## src/hdl/branch_bitset_params.svh

```systemverilog
// constants for the relative branch and bit set execution block
`ifndef BRANCH_BITSET_PARAMS_SVH
`define BRANCH_BITSET_PARAMS_SVH

// program counter width, reset value and sequential step
`define PC_W 21
`define PC_RESET 21'h000000
`define PC_STEP 21'h000002

// opcode fields
`define OPC_BRANCH_NZ 8'hE1
`define OPC_BRANCH_ALWAYS 5'h1A
`define OPC_BIT_SET 4'h8
`define OPC_SKIP_CLR 4'hB
`define OPC_SKIP_SET 4'hA

// instruction field positions
`define BIT_MSB 11
`define BIT_LSB 9
`define ACC_POS 8

// data addressing
`define IDX_LIMIT 8'h5F
`define ACCESS_SPLIT 8'h60
`define ACCESS_LO_BANK 4'h0
`define ACCESS_HI_BANK 4'hF

// reset values of the datapath registers
`define WORD_RESET 16'h0000
`define ADDR_RESET 12'h000
`define DATA_RESET 8'h00

`endif

```

## src/hdl/branch_bitset_pkg.sv

```systemverilog
// types shared by the relative branch and bit set execution block
package branch_bitset_pkg;

	typedef enum logic [1:0] {
		ph_q1 = 2'b00,
		ph_q2 = 2'b01,
		ph_q3 = 2'b10,
		ph_q4 = 2'b11
	} phase_t;

	typedef enum logic [2:0] {
		op_nop = 3'b000,
		op_branch_nz = 3'b001,
		op_branch_always = 3'b010,
		op_bit_set = 3'b011,
		op_skip_clr = 3'b100,
		op_skip_set = 3'b101
	} op_t;

endpackage : branch_bitset_pkg

```

## src/hdl/relative_branch_and_bit_set_exec.sv

```systemverilog
// execution of relative branches, bit set and bit test skip
`timescale 1ns/1ps
`include "branch_bitset_params.svh"

// =============================================================
// Overview of operation
// - opcode E1 with signed 8-bit n is branch_not_zero, taken on zero 0
// - a taken branch adds twice the signed operand to the program counter
// - target is branch address plus 2 plus twice the operand
// - branch_not_zero: one cycle, two when taken; extra cycle is a nop
// - with zero set, program counter moves to branch address plus 4
// - prefix 11010 with signed 11-bit n decodes as branch_always
// - branch_always loads incremented pc plus twice the operand
// - branch_always takes two cycles, written in Q4, second cycle a nop
// - opcode 1000 bbba ffff ffff sets bit b of register f
// - access flag 0 selects the fixed access bank
// - access flag 1 forms the address from bank_select_register and f
// - extended set, access flag 0, f up to 95 uses indexed literal offset
// - bit test skips use the same f, b, access flag format
// - opcode 1011 is bit_test_skip_clear, skipping when the bit is 0
// - opcode 1010 is bit_test_skip_set, skipping when the bit is 1
// - a skip discards the fetched word and runs a nop instead
// =============================================================
module relative_branch_and_bit_set_exec
(
	input wire logic core_clk, // core clock, 125 MHz
	input wire logic reset, // synchronous reset, active high
	input wire logic [15:0] instr_word, // prefetched word, held through Q1
	input wire logic zero_flag, // zero status bit
	input wire logic [3:0] bank_select_register, // data bank number
	input wire logic ext_set_en, // extended instruction set enabled
	input wire logic [11:0] index_base, // base for indexed literal offset
	input wire logic [7:0] data_rd_data, // register file read data
	output logic [`PC_W-1:0] pc, // program counter
	output branch_bitset_pkg::phase_t phase, // current quarter of the cycle
	output logic word_discard, // this cycle executes as a nop
	output logic [11:0] data_addr, // register file address
	output logic data_rd_en, // register file read strobe, Q2
	output logic data_wr_en, // register file write strobe, Q4
	output logic [7:0] data_wr_data, // register file write data
	output logic flag_write_en // status flag update, never raised
);
	import branch_bitset_pkg::*;

	// =========================================================
	// state
	phase_t phase_reg, phase_next;
	op_t op_reg, op_next;
	logic [`PC_W-1:0] pc_reg, pc_next;
	logic nop_pending_reg, nop_pending_next;
	logic [15:0] ir_reg, ir_next;
	logic [11:0] addr_reg, addr_next;
	logic [7:0] data_reg, data_next;
	logic wr_en_reg, wr_en_next;

	// =========================================================
	// decode
	op_t op_dec;
	logic [7:0] f_dec;
	logic acc_dec;
	logic [11:0] addr_dec;
	logic [2:0] bit_sel;
	logic [7:0] bit_mask;
	logic [`PC_W-1:0] off_short;
	logic [`PC_W-1:0] off_long;
	logic test_bit;
	logic skip;
	logic taken;

	always_comb begin
		f_dec = instr_word[7:0];
		acc_dec = instr_word[`ACC_POS];
		op_dec = op_nop;
		if (instr_word[15:8] == `OPC_BRANCH_NZ) begin
			op_dec = op_branch_nz;
		end else if (instr_word[15:11] == `OPC_BRANCH_ALWAYS) begin
			op_dec = op_branch_always;
		end else if (instr_word[15:12] == `OPC_BIT_SET) begin
			op_dec = op_bit_set;
		end else if (instr_word[15:12] == `OPC_SKIP_CLR) begin
			op_dec = op_skip_clr;
		end else if (instr_word[15:12] == `OPC_SKIP_SET) begin
			op_dec = op_skip_set;
		end
		// one address path serves bit set and both bit tests
		if (acc_dec) begin
			addr_dec = {bank_select_register, f_dec};
		end else if (ext_set_en && f_dec <= `IDX_LIMIT) begin
			addr_dec = index_base + {4'h0, f_dec};
		end else if (f_dec < `ACCESS_SPLIT) begin
			addr_dec = {`ACCESS_LO_BANK, f_dec};
		end else begin
			addr_dec = {`ACCESS_HI_BANK, f_dec};
		end
	end

	assign bit_sel = ir_reg[`BIT_MSB:`BIT_LSB];
	assign bit_mask = 8'h01 << bit_sel;
	// offsets are twice the signed operand, sign extended to the pc width
	assign off_short = {{12{ir_reg[7]}}, ir_reg[7:0], 1'b0};
	assign off_long = {{9{ir_reg[10]}}, ir_reg[10:0], 1'b0};
	assign test_bit = |(data_reg & bit_mask);
	assign skip = (op_reg == op_skip_clr && !test_bit) ||
		(op_reg == op_skip_set && test_bit);
	assign taken = op_reg == op_branch_always ||
		(op_reg == op_branch_nz && !zero_flag);

	// =========================================================
	// sequencing
	always_comb begin
		phase_next = phase_reg;
		op_next = op_reg;
		pc_next = pc_reg;
		nop_pending_next = nop_pending_reg;
		ir_next = ir_reg;
		addr_next = addr_reg;
		data_next = data_reg;
		wr_en_next = 1'b0;
		case (phase_reg)
			ph_q1: begin
				phase_next = ph_q2;
				// a discarded word is decoded as a nop
				if (nop_pending_reg) begin
					op_next = op_nop;
					ir_next = `WORD_RESET;
				end else begin
					op_next = op_dec;
					ir_next = instr_word;
					addr_next = addr_dec;
				end
			end
			ph_q2: begin
				phase_next = ph_q3;
				data_next = data_rd_data;
			end
			ph_q3: begin
				phase_next = ph_q4;
				if (op_reg == op_bit_set) begin
					data_next = data_reg | bit_mask;
					wr_en_next = 1'b1;
				end
			end
			ph_q4: begin
				phase_next = ph_q1;
				// pc already points past the branch word here
				if (op_reg == op_branch_always) begin
					pc_next = pc_reg + off_long;
				end else if (taken) begin
					pc_next = pc_reg + off_short;
				end else begin
					pc_next = pc_reg + `PC_STEP;
				end
				// after a taken branch or a skip, the word prefetched this cycle is never executed
				nop_pending_next = taken || skip;
			end
			default: begin
				phase_next = ph_q1;
			end
		endcase
	end

	always_ff @(posedge core_clk) begin
		if (reset) begin
			phase_reg <= ph_q1;
			op_reg <= op_nop;
			pc_reg <= `PC_RESET;
			// nothing is prefetched yet, so the first cycle is a nop
			nop_pending_reg <= 1'b1;
			ir_reg <= `WORD_RESET;
			addr_reg <= `ADDR_RESET;
			data_reg <= `DATA_RESET;
			wr_en_reg <= 1'b0;
		end else begin
			phase_reg <= phase_next;
			op_reg <= op_next;
			pc_reg <= pc_next;
			nop_pending_reg <= nop_pending_next;
			ir_reg <= ir_next;
			addr_reg <= addr_next;
			data_reg <= data_next;
			wr_en_reg <= wr_en_next;
		end
	end

	// =========================================================
	// outputs
	assign pc = pc_reg;
	assign phase = phase_reg;
	assign word_discard = nop_pending_reg;
	assign data_addr = addr_reg;
	assign data_rd_en = phase_reg == ph_q2 && (op_reg == op_bit_set ||
		op_reg == op_skip_clr || op_reg == op_skip_set);
	assign data_wr_en = wr_en_reg;
	assign data_wr_data = data_reg;
	assign flag_write_en = 1'b0;
endmodule : relative_branch_and_bit_set_exec

```

## config.mk

```make
export PLATFORM = sky130hd
export DESIGN_NAME = relative_branch_and_bit_set_exec
export DESIGN_NICKNAME = d
export VERILOG_FILES = /design/src/hdl/branch_bitset_pkg.sv /design/src/hdl/relative_branch_and_bit_set_exec.sv
export VERILOG_INCLUDE_DIRS = /design/src /design/src/hdl
export SDC_FILE = /design/constraint.sdc
export NUM_CORES = 1
export LEC_CHECK = 0
export BUFFER_PORTS_ARGS = -buffer_cell sky130_fd_sc_hd__buf_2
export CORE_ASPECT_RATIO = 0.8
export CORE_UTILIZATION = 55
export CTS_CLUSTER_SIZE = 40
export DETAILED_ROUTE_END_ITERATION = 10
export GPL_TIMING_DRIVEN = 0
export PLACE_DENSITY = 0.81
export SYNTH_ARGS = -nofsm -noshare
export SYNTH_HDL_FRONTEND = slang
export SYNTH_SLANG_ARGS = --single-unit
```

## constraint.sdc

```tcl
create_clock -name core_clk -period 4.45 [get_ports core_clk]
set_input_delay 1.1125 -clock core_clk [delete_from_list [all_inputs] [get_ports core_clk]]
set_output_delay 1.1125 -clock core_clk [all_outputs]
set_load 0.005 [all_outputs]
```

# After elaboration in Yosys (flattened, before gate mapping)

Cells that the tools add are included.

Multiply operators: 0
Reductions and logical operators: 18
Equal/unequal tests: 14
$lt $le $gt $ge: 2
Shifts and indexed selects: 1
Bitwise logic cells: 4
Mux-type cells: 16
Divide/modulo/power cells: 0
Add/subtract/negate cells: 4

Operators by type and width:

| kind                    | number |
|---|---|
| $mux W12                | 4 |
| $add A21 B21 Y21        | 2 |
| $mux W21                | 2 |
| $add A21 B2 Y21 const B | 1 |
| $mux W3                 | 6 |
| $pmux W8 S2             | 1 |
| $add A12 B8 Y12         | 1 |
| $eq A4 B4 Y1 const B    | 3 |
| $and A8 B8 Y8           | 1 |
| $eq A8 B8 Y1 const B    | 1 |
| $le A8 B7 Y1 const B    | 1 |
| $lt A8 B7 Y1 const B    | 1 |
| $mux W8                 | 1 |
| $or A8 B8 Y8            | 1 |
| $pmux W2 S4             | 1 |
| $reduce_or A8 Y1        | 1 |
| $shl A1 B3 Y8 const A   | 1 |
| $eq A3 B2 Y1 const B    | 2 |
| $eq A3 B3 Y1 const B    | 2 |
| $eq A5 B5 Y1 const B    | 1 |
| $logic_and A1 B1 Y1     | 5 |
| $logic_or A1 B1 Y1      | 5 |
| $eq A2 B2 Y1 const B    | 2 |
| $reduce_and A2 Y1       | 2 |
| other kinds (9)         | 11 |

Word-level logic and storage cells: 67
Register bits after elaboration: 60
Memories kept: 0
Output and inout bits: 47
Bits in writable memories: 0
Latch bits: 0
ROM bits: 0

# Logic depth before layout (Yosys ltp)

Gate-level depths: netlist of the first run.

Depth after elaboration: 7
Gate-level depth with buffers: 13
Mapped depth without buffers: 12

# Worst setup path after synthesis of the first run

No wires, ideal clock.

Kind: in2reg
Start: input port zero_flag
End: register pc_reg[16] (netlist: pc[16])
Path buffers: 1
Setup slack: 0.832 ns
Stages on the path: 10
Library setup time: 0.117 ns
Data required time: 4.333 ns
Arrival: 3.501 ns
Path through: nand4bb_1 a21oi_1 ha_1 buf_2 a21oi_1 o21ai_0 a21oi_2 a211oi_1 or3_1 a32o_1

Longest elaborated chain between the ends: 5

Ends and longest elaborated chain:

| element              | RTL line                                | text |
|---|---|---|
| from (decl)          | relative_branch_and_bit_set_exec.sv:29  | `input wire logic zero_flag,` |
| $logic_not A1 Y1     | relative_branch_and_bit_set_exec.sv:106 | `(op_reg == op_branch_nz && !zero_flag);` |
| $logic_and A1 B1 Y1  | relative_branch_and_bit_set_exec.sv:106 |  |
| $logic_or A1 B1 Y1   | relative_branch_and_bit_set_exec.sv:105 | `assign taken = op_reg == op_branch_always \|\|` |
| $mux W21             | relative_branch_and_bit_set_exec.sv:148 | `end else if (taken) begin` |
| $mux W21             | relative_branch_and_bit_set_exec.sv:146 | `if (op_reg == op_branch_always) begin` |
| to (signal assigned) | relative_branch_and_bit_set_exec.sv:166 | `` pc_reg <= `PC_RESET; `` |
| to (signal assigned) | relative_branch_and_bit_set_exec.sv:176 | `pc_reg <= pc_next;` |
| to (decl)            | relative_branch_and_bit_set_exec.sv:49  | `` logic [`PC_W-1:0] pc_reg, pc_next; `` |

Every way passes these cells.
A chain may end at the register's enable or synchronous reset.

# Worst setup path in the final report of the first run

Start: input port zero_flag
End: register pc_reg[18] (netlist: pc[18])

Same word-level chain as after synthesis.

==> results of run 1 <==
==> cell type report <==
cell class / instances / area [um^2]
Timing Repair Buffer: 87 / 435
Sequential cell: 59 / 1180
Inverter: 19 / 71.3
Buffer: 33 / 159
Multi-Input combinational cell: 431 / 2780
Clock inverter: 5 / 100
Clock buffer: 11 / 141
Fill cell: 653 / 2390
Tap cell: 105 / 131
==> path summary, 6_finish.rpt <==
kind	endpoint	depth (start not counted)	slack, ps	startpoint
setup / recovery	pc[18]	11	460	zero_flag
hold / removal	pc[12]	2	490	pc[12]
setup reg to reg	pc[18]	11	900	op_reg[0]
hold reg to reg	pc[12]	2	490	pc[12]
==> through the flow <==
| step | area [um^2] | utilization | std cells | setup slack, ps |
|---|---|---|---|---|
| 6_report | 5000 | 0.676 | 750 | 460 |
| 5_1_grt | 5000 | 0.676 | 750 | 192 |
| 4_1_cts | 5000 | 0.676 | 750 | 531 |
| 3_5_place_dp | 4760 | 0.644 | 734 | 166 |
| 3_3_place_gp | 4760 | 0.644 | 734 | 202 |
| 2_1_floorplan | 4190 | - | 542 | 832 |
==> per-layer routing <==
layer | global-route usage | up-vias | share of wire
met1 | 0.374 | 2102 | 0.45
met4 | 0.0912 | 0 | 0.018
li1 | - | 2166 | -
met5 | 0 | - | 0
met2 | 0.495 | 190 | 0.46
met3 | 0.0709 | 28 | 0.071
==> worst min-delay path: cells and delay by family, from the launching register on <==
| kind | cells | cell delay, ps |
|---|---|---|
| flip-flops | 1 | 330 |
| AND/OR/NAND/NOR | 1 | 60 |
| AO/OA/AOI/OAI | 1 | 50 |
==> kinds of logic after synthesis <==
logic type	count (synthesis)
fa+ha+maj	34
flops	59
mux	10
buf+inv	52
xor+xnor	9
compound gates	163
other cells	1
simple gates	213
==> power breakdown <==
group          internal (uW)  switching, uW  total, uW
Sequential               577           38.8        616
Clock                    386            225        611
Combinational            162            229        391
==> layout by cell type, fill, tap and decap left out, drive strengths merged, types with 8 or more instances in the layout <==
cell type / Yosys / final
nor2b: 22 / 22
nor2: 63 / 63
a21o: 11 / 11
inv: 19 / 19
and2: 8 / 8
o21ai: 45 / 45
xnor2: 9 / 9
nor3: 20 / 20
dfxtp: 59 / 59
nand2: 37 / 37
nand2b: 10 / 10
and3: 9 / 9
ha: 32 / 32
buf: 18 / 105
a211oi: 12 / 12
clkbuf: 15 / 26
a21oi: 48 / 48
nand3: 11 / 11
==> results_tabular.tex, run 1 <==
\begin{tabular}{lr}
\hline
Metric & Value \\
\hline
\multicolumn{2}{l}{\textbf{Floorplanning}} \\
Row count & 28 \\
Die Area & 7970 um\^{}2 \\
Initial standard-cell utilization of the core & 0.567 \\
Chip Width & 99.6 um \\
Core Footprint & 7390 um\^{}2 \\
Die Y-Extent & 80.0 um \\
Top-Level Pins & 91 \\
\multicolumn{2}{l}{\textbf{Status}} \\
Outcome & finished clean \\
\multicolumn{2}{l}{\textbf{Clock tree}} \\
Cells resized by post-CTS repair & 0 \\
CTS sink cnt & 59 \\
Clock latency reported for the late side of the worst-skew pair & 350 ps \\
Clock root buffer & clkbuf\_8 \\
Number of buffers added for setup after CTS & 0 \\
Number of buffers between clock root and the deepest sink & 2 \\
Quantity of hold-fixing buffers added after cts & 0 \\
Depth of the CTS H-tree & 3 \\
Number of clock buffers inserted by TritonCTS & 9 \\
Post-CTS clock slew at the launch and capture registers of the worst setup and hold paths & 70 ps \\
Clock tree from TritonCTS & built \\
\multicolumn{2}{l}{\textbf{Drt}} \\
Routed wirelength normalized by instance count & 15.4 um \\
First-pass iteration count of the detailed router & 5 \\
Detail-routed via count per cell & 5.98 \\
Via total after detailed routing & 4,486 \\
Number of routed nets with antenna violations & 0 \\
DRC violation count after routing & 0 \\
DRC marker count from the first detailed-route iteration & 218 \\
Drt total wl & 11,600 um \\
\multicolumn{2}{l}{\textbf{Critical path}} \\
Kind of start point of the critical path & input port \\
Crit path max-delay cell type & a21oi\_1 \\
Data arrival at the endpoint of the critical path & 4230 ps \\
Crit-path leading delay family & compound AO/OA/AOI/OAI gates \\
Kind of capture point of the worst setup path & flop \\
CP max stage delay & 930 ps \\
Number of buffers and inverters on the critical path & 2 \\
Required time reported for the critical path endpoint & 4690 ps \\
Maximum net fanout on the critical path & 13 \\
Class of the most critical setup path & input port to flop \\
Cell Chain, Critical Path & buf\_2, nand4bb\_1, a21oi\_1, ha\_1, buf\_2, a21oi\_1, o21ai\_0, a21oi\_2, a211oi\_1, or3\_1, a32o\_1 \\
\multicolumn{2}{l}{\textbf{Synth}} \\
Sequential area share after synthesis & 0.282 \\
Cell types with the largest area share after synthesis & dfxtp\_1, ha\_1, nor2\_1 \\
Synthesized area & 4190 um\^{}2 \\
Flip-flop and latch count after synthesis & 59 \\
Count of different cell masters after synthesis & 71 \\
Cell count after synthesis & 541 \\
Compound-cell area share of the yosys netlist & 0.251 \\
Primary FF master, synth & dfxtp\_1 \\
Most numerous cell in the Yosys netlist & nor2\_1 \\
Per-instance average area after synthesis & 7.74 um\^{}2 \\
Fraction of synthesized area in multiplexers & 0.0275 \\
Ys async rst share & 0 \\
Adder and majority cell fraction of the synthesized area & 0.105 \\
Number of synthesized flops with an enable pin & 0 \\
Area leader, netlist & dfxtp\_1 \\
Commonest cells in the synthesized netlist & nor2\_1, dfxtp\_1, a21oi\_1, o21ai\_0, nand2\_1 \\
Number of warning messages in the yosys log & 0 \\
Largest family of logic cells by synthesized area & simple AND/OR/NAND/NOR gates \\
Post-Synth Simple-Gate Area & 0.259 \\
Share of Yosys cell area claimed by the top area cell type & 0.282 \\
Xor and xnor fraction of the mapped netlist area & 0.0188 \\
\multicolumn{2}{l}{\textbf{Timing}} \\
Transition at the pin with the smallest max-transition slack & 1180 ps \\
Fraction of the cycle the final worst path needs & 0.897 \\
RSZ-0062 raised after global routing & no \\
Number of pins exceeding their max-slew limit in the final report & 0 \\
Minimum period implied by the final worst setup slack & 3990 ps \\
Highest clock frequency the design can meet & 251 MHz \\
Worst relative slew slack & 0.215 \\
Largest clock skew in the final design & 9.22 ps \\
Hold slack & 490 ps \\
Final number of hold-violating endpoints & 0 \\
Final number of setup-violating endpoints & 0 \\
Sum of negative setup slack & 0 ps \\
\multicolumn{2}{l}{\textbf{Global routing}} \\
Wire length of the first global-routing pass & 18,500 um \\
Overall fraction of global-route tracks in use & 0.295 \\
Pin count of the biggest net entering global routing & 14 \\
Number of antenna violations at the first check in global routing & 0 \\
Grt total ovfl & 0 \\
Number of global-route vias before repair & 4,013 \\
\multicolumn{2}{l}{\textbf{Layout}} \\
Largest register FFs & 20 \\
Area Overhead vs Synth & 19.4\% \\
Diodes inserted & 0 \\
Post-layout nets & 718 \\
Share of post-route cells with drive strength above 1 & 0.198 \\
\multicolumn{2}{l}{\textbf{Placement}} \\
Buffers added on ports & 87 \\
Half-perimeter wire length after detailed placement & 8610 um \\
RD Place Congestion & 0.923 \\
\multicolumn{2}{l}{\textbf{Power}} \\
Largest vdd supply drop & 0.000191 V \\
Pwr per Cell Area & 323 nW/um\^{}2 \\
Leakage dissipation & 0.00221 uW \\
PnR Total Power & 1620 uW \\
\multicolumn{2}{l}{\textbf{Hold path}} \\
Worst Hold Class & flop to flop \\
\multicolumn{2}{l}{\textbf{Job}} \\
Max cap viols & 0 \\
\hline
\end{tabular}
Power figures use the tool's default switching activity.
==> run 2, diff against run 1 <==
--- a/config.mk
+++ b/config.mk
@@ -6,13 +6,14 @@
 export SDC_FILE = /design/constraint.sdc
 export NUM_CORES = 1
 export LEC_CHECK = 0
-export BUFFER_PORTS_ARGS = -buffer_cell sky130_fd_sc_hd__buf_2
+export ABC_AREA = 1
+export BUFFER_PORTS_ARGS = -buffer_cell sky130_fd_sc_hd__clkbuf_2
 export CORE_ASPECT_RATIO = 0.8
-export CORE_UTILIZATION = 55
+export CORE_UTILIZATION = 56
 export CTS_CLUSTER_SIZE = 40
 export DETAILED_ROUTE_END_ITERATION = 10
 export GPL_TIMING_DRIVEN = 0
-export PLACE_DENSITY = 0.81
+export PLACE_DENSITY = 0.82
 export SYNTH_ARGS = -nofsm -noshare
 export SYNTH_HDL_FRONTEND = slang
 export SYNTH_SLANG_ARGS = --single-unit
==> run 2 against run 1 <==
  * Flip-flop and latch count unchanged
  * Sequential share of layout area shrank 0.26 points
  * Largest cell class unchanged
  * Combinational power up 23%
  * Register-to-register slack gained 720 ps
  * Worst setup slack improved by 850 ps
==> results_tabular.tex, run 2 <==
\begin{tabular}{lr}
\hline
Metric & Value \\
\hline
\multicolumn{2}{l}{\textbf{Power}} \\
Sw frac & 0.347 (was 0.305) \\
Share of total power in the clock network & 0.327 (was 0.378) \\
Sequential cell fraction of total power & 0.387 (was 0.381) \\
Pwr per Cell Area & 333 nW/um\^{}2 (was 323 nW/um\^{}2) \\
Leakage dissipation & 0.00267 uW (was 0.00221 uW) \\
Combinational fraction of design power & 0.286 (was 0.242) \\
Largest vdd supply drop & 0.000269 V (was 0.000191 V) \\
Internal Dissipation & 1100 uW (was 1120 uW) \\
Switching power total & 585 uW (was 493 uW) \\
\multicolumn{2}{l}{\textbf{Clock tree}} \\
CTS sink cnt & 59 (unchanged) \\
Number of buffers between clock root and the deepest sink & 2 (unchanged) \\
Cells resized by post-CTS repair & 0 (unchanged) \\
Number of buffers added for setup after CTS & 0 (unchanged) \\
Clock latency reported for the late side of the worst-skew pair & 350 ps (about the same) \\
Quantity of hold-fixing buffers added after cts & 0 (unchanged) \\
Clock root buffer & clkbuf\_8 (unchanged) \\
Post-CTS clock slew at the launch and capture registers of the worst setup and hold paths & 80 ps (was 70 ps) \\
Clock tree from TritonCTS & built (unchanged) \\
Number of clock buffers inserted by TritonCTS & 9 (unchanged) \\
Depth of the CTS H-tree & 3 (unchanged) \\
\multicolumn{2}{l}{\textbf{Floorplanning}} \\
Initial standard-cell utilization of the core & 0.578 (was 0.567) \\
Chip Width & 99.6 um (about the same) \\
Row count & 28 (unchanged) \\
Core Footprint & 7390 um\^{}2 (unchanged) \\
Die Y-Extent & 80.1 um (was 80.0 um) \\
Top-Level Pins & 91 (unchanged) \\
Die Area & 7980 um\^{}2 (was 7970 um\^{}2) \\
\multicolumn{2}{l}{\textbf{Hold path}} \\
Worst Hold Class & flop to flop (unchanged) \\
Worst hold path stage count & 2 (unchanged) \\
Beginning of the worst hold path & ir\_reg[3] (was pc[12]) \\
Hold Crit Endpoint & ir\_reg[3] (was pc[12]) \\
\multicolumn{2}{l}{\textbf{Critical path}} \\
Required time reported for the critical path endpoint & 4700 ps (was 4690 ps) \\
Data arrival at the endpoint of the critical path & 3390 ps (was 4230 ps) \\
Class of the most critical setup path & input port to flop (unchanged) \\
Kind of capture point of the worst setup path & flop (unchanged) \\
Cell Chain, Critical Path & clkbuf\_2, nor2\_1, nand2\_1, nand2\_1, clkinv\_1, or2\_2, ha\_1, inv\_1, fa\_1, o21ai\_2, nand2\_1, nand2\_2, nand2\_1, nand2\_1, xor2\_1, o21ai\_0, inv\_1 (was buf\_2, nand4bb\_1, a21oi\_1, ha\_1, buf\_2, a21oi\_1, o21ai\_0, a21oi\_2, a211oi\_1, or3\_1, a32o\_1) \\
Critical register-to-register path endpoint & pc[13] (was pc[18]) \\
Maximum net fanout on the critical path & 9 (was 13) \\
Crit path max-delay cell type & or2\_2 (was a21oi\_1) \\
CP max stage delay & 360 ps (was 930 ps) \\
Origin of the critical flop-to-flop path & op\_reg[0] (unchanged) \\
R2R Setup Slk & 1620 ps (was 900 ps) \\
CP most frequent cell & nand2\_1 \\
Kind of start point of the critical path & input port (unchanged) \\
Cells on worst reg2reg path & 17 (was 11) \\
\multicolumn{2}{l}{\textbf{Placement}} \\
Half-perimeter wire length after detailed placement & 8900 um (was 8610 um) \\
Total instance count after detailed placement & 859 (was 734) \\
Standard cell area after detailed placement & 4840 um\^{}2 (was 4760 um\^{}2) \\
Buffers added on ports & 87 (unchanged) \\
RD Place Congestion & 0.897 (was 0.923) \\
\multicolumn{2}{l}{\textbf{Timing}} \\
RSZ-0062 raised after global routing & no (unchanged) \\
Transition at the pin with the smallest max-transition slack & 603 ps (was 1180 ps) \\
Largest clock skew in the final design & 10.7 ps (was 9.22 ps) \\
Highest clock frequency the design can meet & 319 MHz (was 251 MHz) \\
Worst relative slew slack & 0.598 (was 0.215) \\
Fraction of the cycle the final worst path needs & 0.705 (was 0.897) \\
Minimum period implied by the final worst setup slack & 3140 ps (was 3990 ps) \\
Sum of negative setup slack & 0 ps (unchanged) \\
Number of pins exceeding their max-slew limit in the final report & 0 (unchanged) \\
Final number of hold-violating endpoints & 0 (unchanged) \\
Final number of setup-violating endpoints & 0 (unchanged) \\
\multicolumn{2}{l}{\textbf{Global routing}} \\
Number of antenna violations at the first check in global routing & 0 (unchanged) \\
Routing usage on met2 & 0.467 (was 0.495) \\
Routing usage on met3 & 0.0566 (was 0.0709) \\
Grt total ovfl & 0 (unchanged) \\
Highest-utilization routing layer at the global route stage & met2 (unchanged) \\
Wire length of the first global-routing pass & 18,500 um (about the same) \\
Routing usage on met1 & 0.413 (was 0.374) \\
Pin count of the biggest net entering global routing & 12 (was 14) \\
Number of global-route vias before repair & 3,992 (was 4,013) \\
Overall fraction of global-route tracks in use & 0.297 (was 0.295) \\
\multicolumn{2}{l}{\textbf{Synth}} \\
Number of warning messages in the yosys log & 0 (unchanged) \\
Count of different cell masters after synthesis & 43 (was 71) \\
Cell types with the largest area share after synthesis & dfxtp\_1, nand2\_1, ha\_1 (was dfxtp\_1, ha\_1, nor2\_1) \\
Adder and majority cell fraction of the synthesized area & 0.103 (was 0.105) \\
Largest family of logic cells by synthesized area & simple AND/OR/NAND/NOR gates (unchanged) \\
Fraction of synthesized area in multiplexers & 0 (was 0.0275) \\
Primary FF master, synth & dfxtp\_1 (unchanged) \\
Per-instance average area after synthesis & 6.41 um\^{}2 (was 7.74 um\^{}2) \\
Number of synthesized flops with an enable pin & 0 (unchanged) \\
Area leader, netlist & dfxtp\_1 (unchanged) \\
Compound-cell area share of the yosys netlist & 0.165 (was 0.251) \\
Flip-flop and latch count after synthesis & 59 (unchanged) \\
Post-Synth Simple-Gate Area & 0.316 (was 0.259) \\
Xor and xnor fraction of the mapped netlist area & 0.0287 (was 0.0188) \\
Synthesized area & 4270 um\^{}2 (was 4190 um\^{}2) \\
Sequential area share after synthesis & 0.277 (was 0.282) \\
Most numerous cell in the Yosys netlist & nand2\_1 (was nor2\_1) \\
Share of Yosys cell area claimed by the top area cell type & 0.277 (was 0.282) \\
Commonest cells in the synthesized netlist & nand2\_1, inv\_1, nor2\_1, dfxtp\_1, a21oi\_1 (was nor2\_1, dfxtp\_1, a21oi\_1, o21ai\_0, nand2\_1) \\
Cell count after synthesis & 666 (was 541) \\
Ys async rst share & 0 (unchanged) \\
\multicolumn{2}{l}{\textbf{Layout}} \\
Share of post-route cells with drive strength above 1 & 0.177 (was 0.198) \\
Most frequent cells in the layout & nand2\_1, inv\_1, nor2\_1 (was buf\_2, nor2\_1, dfxtp\_1) \\
Largest register FFs & 20 (unchanged) \\
Area Overhead vs Synth & 18.4\% (was 19.4\%) \\
Count of filler cells inserted in the layout & 684 (was 653) \\
Post-layout nets & 843 (was 718) \\
Most frequent standard cell in the layout excluding fill and tap cells & nand2\_1 (was buf\_2) \\
Diodes inserted & 0 (unchanged) \\
Area of all placed cells without fillers & 5060 um\^{}2 (was 5000 um\^{}2) \\
Post-layout instance count excluding filler cells & 875 (was 750) \\
\multicolumn{2}{l}{\textbf{Drt}} \\
Number of routed nets with antenna violations & 0 (unchanged) \\
Drt total wl & 11,300 um (was 11,600 um) \\
Via total after detailed routing & 4,570 (was 4,486) \\
DRC marker count from the first detailed-route iteration & 260 (was 218) \\
Routed wirelength normalized by instance count & 13.0 um (was 15.4 um) \\
First-pass iteration count of the detailed router & 5 (unchanged) \\
Detail-routed via count per cell & 5.22 (was 5.98) \\
DRC violation count after routing & 0 (unchanged) \\
\multicolumn{2}{l}{\textbf{Job}} \\
Max cap viols & 0 (unchanged) \\
\multicolumn{2}{l}{\textbf{Status}} \\
Outcome & finished clean (unchanged) \\
\hline
\end{tabular}
-- run 2: how the worst max path moves through the flow --
stage                     startpoint  endpoint  slack [ps]  cells past startpoint
after global routing       zero_flag    pc[13]        1120                     17
final                      zero_flag    pc[13]        1310                     17
after detailed placement   zero_flag    pc[13]        1020                     17
after floorplan            zero_flag    pc[13]        1440                     16
after CTS                  zero_flag    pc[13]        1350                     17
after global placement     zero_flag    pc[13]        1020                     17
-- run 2: power by group through the flow --
stage	combinational [uW]	clock [uW]	sequential [uW]
after floorplan	305	0	658
after detailed placement	473	0	664
after global routing	544	584	661
after global placement	461	0	660
final	482	551	653
after CTS	479	562	652
-- run 2: cells by family after synthesis --
| kind of cell | Yosys count |
|---|---|
| AND/OR/NAND/NOR | 316 |
| other | 1 |
| adder cells (fa/ha/maj) | 34 |
| buffers and inverters | 120 |
| AO/OA/AOI/OAI | 122 |
| XOR/XNOR | 14 |
| flip-flops | 59 |
-- run 2: final cells by class --
type / instances / area [um^2] / share of cell area
clock buffers: 10 / 128 / 0.0252
plain buffers: 18 / 85.1 / 0.0168
well taps: 105 / 131 / 0.0260
multi-input cells: 488 / 2620 / 0.519
repair buffers: 87 / 435 / 0.0861
inverters: 102 / 383 / 0.0757
clock inverters: 6 / 88.8 / 0.0176
flip-flops and latches: 59 / 1180 / 0.234
-- run 2: per-layer routing --
layer	wire [um]	up-vias
met5	0	-
met4	161	0
met3	604	20
met2	4840	167
met1	5730	2043
li1	-	2340
-- run 2: per-stage QoR --
stage	setup slack (ps)	total power, uW	hold slack (ps)	util
final	1310	1690	472	0.684
after global routing	1120	1790	490	0.684
after CTS	1350	1690	472	0.684
after detailed placement	1020	1140	462	0.655
after global placement	1020	1120	458	0.655
after floorplan	1440	963	440	-
-- run 2: critical path, delay by kind of cell --
kind / cells / cell delay [ps]
buffers and inverters: 4 / 440
XOR/XNOR: 1 / 140
AO/OA/AOI/OAI: 2 / 260
AND/OR/NAND/NOR: 8 / 940
adder cells (fa/ha/maj): 2 / 500
==> run 3, diff against run 2 <==
==> constraint.sdc (replaced) <==
create_clock -name core_clk -period 3 [get_ports core_clk]
set_input_delay 0.75 -clock core_clk [delete_from_list [all_inputs] [get_ports core_clk]]
set_output_delay 0.75 -clock core_clk [all_outputs]
set_load 0.005 [all_outputs]
==> run 3 against run 2 <==
  * Via count is 0.13% lower
  * Core utilization grew 0.15 points
  * Register-to-register slack got worse by 1400 ps
  * Critical path depth did not move
  * Sequential power grew 48%
  * Critical path type is now flop to flop
  * Clock power grew 49%
  * Largest cell class unchanged
  * Global-route usage stayed put
  * Total power increased by 48%
==> results_tabular.tex, run 3 (synthesis results as in run 2) <==
\begin{tabular}{lr}
\hline
Metric & Value \\
\hline
\multicolumn{2}{l}{\textbf{Critical path}} \\
Kind of capture point of the worst setup path & flop (unchanged) \\
CP max stage delay & 360 ps (about the same) \\
Crit path max-delay cell type & dfxtp\_1 (was or2\_2) \\
CP most frequent cell & nand2\_1 (unchanged) \\
Cell Chain, Critical Path & inv\_1, nor3\_4, inv\_2, nand2\_1, clkinvlp\_4, or2\_2, ha\_1, inv\_1, fa\_1, o21ai\_2, nand2\_1, nand2\_2, nand2\_1, nand2\_1, xor2\_1, o21ai\_0, inv\_1 (was clkbuf\_2, nor2\_1, nand2\_1, nand2\_1, clkinv\_1, or2\_2, ha\_1, inv\_1, fa\_1, o21ai\_2, nand2\_1, nand2\_2, nand2\_1, nand2\_1, xor2\_1, o21ai\_0, inv\_1) \\
Crit-path leading delay family & simple AND/OR/NAND/NOR gates (unchanged) \\
Maximum net fanout on the critical path & 9 (unchanged) \\
Kind of start point of the critical path & flop (was input port) \\
Required time reported for the critical path endpoint & 3250 ps (was 4700 ps) \\
Class of the most critical setup path & flop to flop (was input port to flop) \\
Number of buffers and inverters on the critical path & 5 (was 4) \\
Data arrival at the endpoint of the critical path & 3020 ps (was 3390 ps) \\
\multicolumn{2}{l}{\textbf{Timing}} \\
Minimum period implied by the final worst setup slack & 2770 ps \\
Fraction of the cycle the final worst path needs & 0.922 \\
Worst relative slew slack & 0.592 (was 0.598) \\
PnR worst setup slack & 234 ps (was 1310 ps) \\
Number of pins exceeding their max-slew limit in the final report & 0 (unchanged) \\
Transition at the pin with the smallest max-transition slack & 613 ps (was 603 ps) \\
Highest clock frequency the design can meet & 362 MHz \\
Largest clock skew in the final design & 11.2 ps (was 10.7 ps) \\
Final number of hold-violating endpoints & 0 (unchanged) \\
Final number of setup-violating endpoints & 0 (unchanged) \\
\multicolumn{2}{l}{\textbf{Power}} \\
Largest vdd supply drop & 0.000401 V (was 0.000269 V) \\
Pwr per Cell Area & 494 nW/um\^{}2 (was 333 nW/um\^{}2) \\
Leakage dissipation & 0.00267 uW (about the same) \\
Combinational fraction of design power & 0.285 (was 0.286) \\
Share of total power in the clock network & 0.327 (about the same) \\
Internal Dissipation & 1630 uW (was 1100 uW) \\
Sequential cell fraction of total power & 0.387 (about the same) \\
Sw frac & 0.347 (about the same) \\
Switching power total & 869 uW (was 585 uW) \\
\multicolumn{2}{l}{\textbf{Layout}} \\
Diodes inserted & 0 (unchanged) \\
Post-layout nets & 843 (unchanged) \\
Most frequent standard cell in the layout excluding fill and tap cells & nand2\_1 (unchanged) \\
Post-layout util & 0.686 (was 0.684) \\
Post-layout instance count excluding filler cells & 875 (unchanged) \\
Most frequent cells in the layout & nand2\_1, inv\_1, nor2\_1 (unchanged) \\
Count of filler cells inserted in the layout & 679 (was 684) \\
Share of post-route cells with drive strength above 1 & 0.179 (was 0.177) \\
Area Overhead vs Synth & 18.7\% (was 18.4\%) \\
Largest register FFs & 20 (unchanged) \\
\multicolumn{2}{l}{\textbf{Floorplanning}} \\
Chip Width & 99.6 um (unchanged) \\
Core Footprint & 7390 um\^{}2 (unchanged) \\
Initial standard-cell utilization of the core & 0.578 (unchanged) \\
Die Area & 7980 um\^{}2 (unchanged) \\
Row count & 28 (unchanged) \\
Die Y-Extent & 80.1 um (unchanged) \\
Top-Level Pins & 91 (unchanged) \\
\multicolumn{2}{l}{\textbf{Placement}} \\
Buffers added on ports & 87 (unchanged) \\
RD Place Congestion & 0.897 (unchanged) \\
Total instance count after detailed placement & 859 (unchanged) \\
Half-perimeter wire length after detailed placement & 8900 um (unchanged) \\
Setup slack at placement & -67.6 ps (was 1020 ps) \\
\multicolumn{2}{l}{\textbf{Global routing}} \\
Overall fraction of global-route tracks in use & 0.297 (unchanged) \\
Number of global-route vias before repair & 3,984 (was 3,992) \\
Number of antenna violations at the first check in global routing & 0 (unchanged) \\
Grt total ovfl & 0 (unchanged) \\
Wire length of the first global-routing pass & 18,500 um (unchanged) \\
Pin count of the biggest net entering global routing & 12 (unchanged) \\
\multicolumn{2}{l}{\textbf{Drt}} \\
First-pass iteration count of the detailed router & 7 (was 5) \\
Detail-routed via count per cell & 5.22 (about the same) \\
DRC violation count after routing & 0 (unchanged) \\
Routed wirelength normalized by instance count & 13.0 um (about the same) \\
Drt total wl & 11,400 um (was 11,300 um) \\
Via total after detailed routing & 4,564 (was 4,570) \\
DRC marker count from the first detailed-route iteration & 296 (was 260) \\
Number of routed nets with antenna violations & 0 (unchanged) \\
\multicolumn{2}{l}{\textbf{Clock tree}} \\
Depth of the CTS H-tree & 3 (unchanged) \\
Number of buffers added for setup after CTS & 0 (unchanged) \\
Number of clock buffers inserted by TritonCTS & 9 (unchanged) \\
Clock root buffer & clkbuf\_8 (unchanged) \\
Clock tree from TritonCTS & built (unchanged) \\
Clock latency reported for the late side of the worst-skew pair & 350 ps (about the same) \\
Number of buffers between clock root and the deepest sink & 2 (unchanged) \\
Post-CTS clock slew at the launch and capture registers of the worst setup and hold paths & 80 ps (about the same) \\
Quantity of hold-fixing buffers added after cts & 0 (unchanged) \\
CTS sink cnt & 59 (unchanged) \\
Cells resized by post-CTS repair & 0 (unchanged) \\
\multicolumn{2}{l}{\textbf{Status}} \\
Outcome & finished clean (unchanged) \\
\multicolumn{2}{l}{\textbf{Hold path}} \\
Worst Hold Class & flop to flop (unchanged) \\
\multicolumn{2}{l}{\textbf{Job}} \\
Max cap viols & 0 (unchanged) \\
\hline
\end{tabular}
-- run 3: changes by cell type in the layout (fill, tap and decap cells not counted), sizes merged --
cell and change:
clkinv -1, clkinvlp +1
-- run 3: layout make-up --
cell class / count / area, um^2 / share of cell area
plain buffers: 18 / 85.1 / 0.0168
multi-input cells: 488 / 2630 / 0.519
inverters: 102 / 387 / 0.0763
clock buffers: 10 / 128 / 0.0252
repair buffers: 87 / 435 / 0.0859
well taps: 105 / 131 / 0.0259
flip-flops and latches: 59 / 1180 / 0.233
clock inverters: 6 / 88.8 / 0.0175
-- run 3: worst paths after layout --
check,start,to,slack [ps],cells past startpoint
setup / recovery,op_reg[1],pc[13],230,17
setup reg to reg,op_reg[1],pc[13],230,17
hold / removal,ir_reg[3],ir_reg[3],470,2
hold reg to reg,ir_reg[3],ir_reg[3],470,2
-- run 3: worst reg2reg max path, delay by kind of cell (launching register included) --
family	cells	cell delay [ps]
AND/OR/NAND/NOR	7	910
buffers and inverters	5	480
AO/OA/AOI/OAI	2	260
flip-flops	1	360
XOR/XNOR	1	140
adder cells (fa/ha/maj)	2	500
-- run 3: per-stage QoR --
stage | power [uW] | cell area [um^2] | setup TNS (ps) | hold slack [ps]
after detailed placement | 1690 | 4840 | -92.3 | 462
after floorplan | 1430 | 4270 | 0 | 440
after global routing | 2650 | 5070 | -6.06 | 490
final | 2500 | 5070 | 0 | 474
after CTS | 2510 | 5060 | 0 | 472
after global placement | 1660 | 4840 | -71.4 | 458
-- run 3: power groups by stage --
stage / Combinational (uW) / Sequential, uW / Clock (uW)
3_3_place_gp: 684 / 979 / 0
3_5_place_dp: 702 / 984 / 0
6_report: 714 / 969 / 819
5_1_grt: 808 / 981 / 866
4_1_cts: 710 / 967 / 833
2_1_floorplan: 452 / 977 / 0
-- run 3: per-layer routing --
metal	up-vias	global-route usage	part of all wire
li1	2341	-	-
met1	2020	0.413	0.49
met2	188	0.471	0.43
met3	15	0.0566	0.064
met4	0	0.0779	0.010
met5	-	0	0
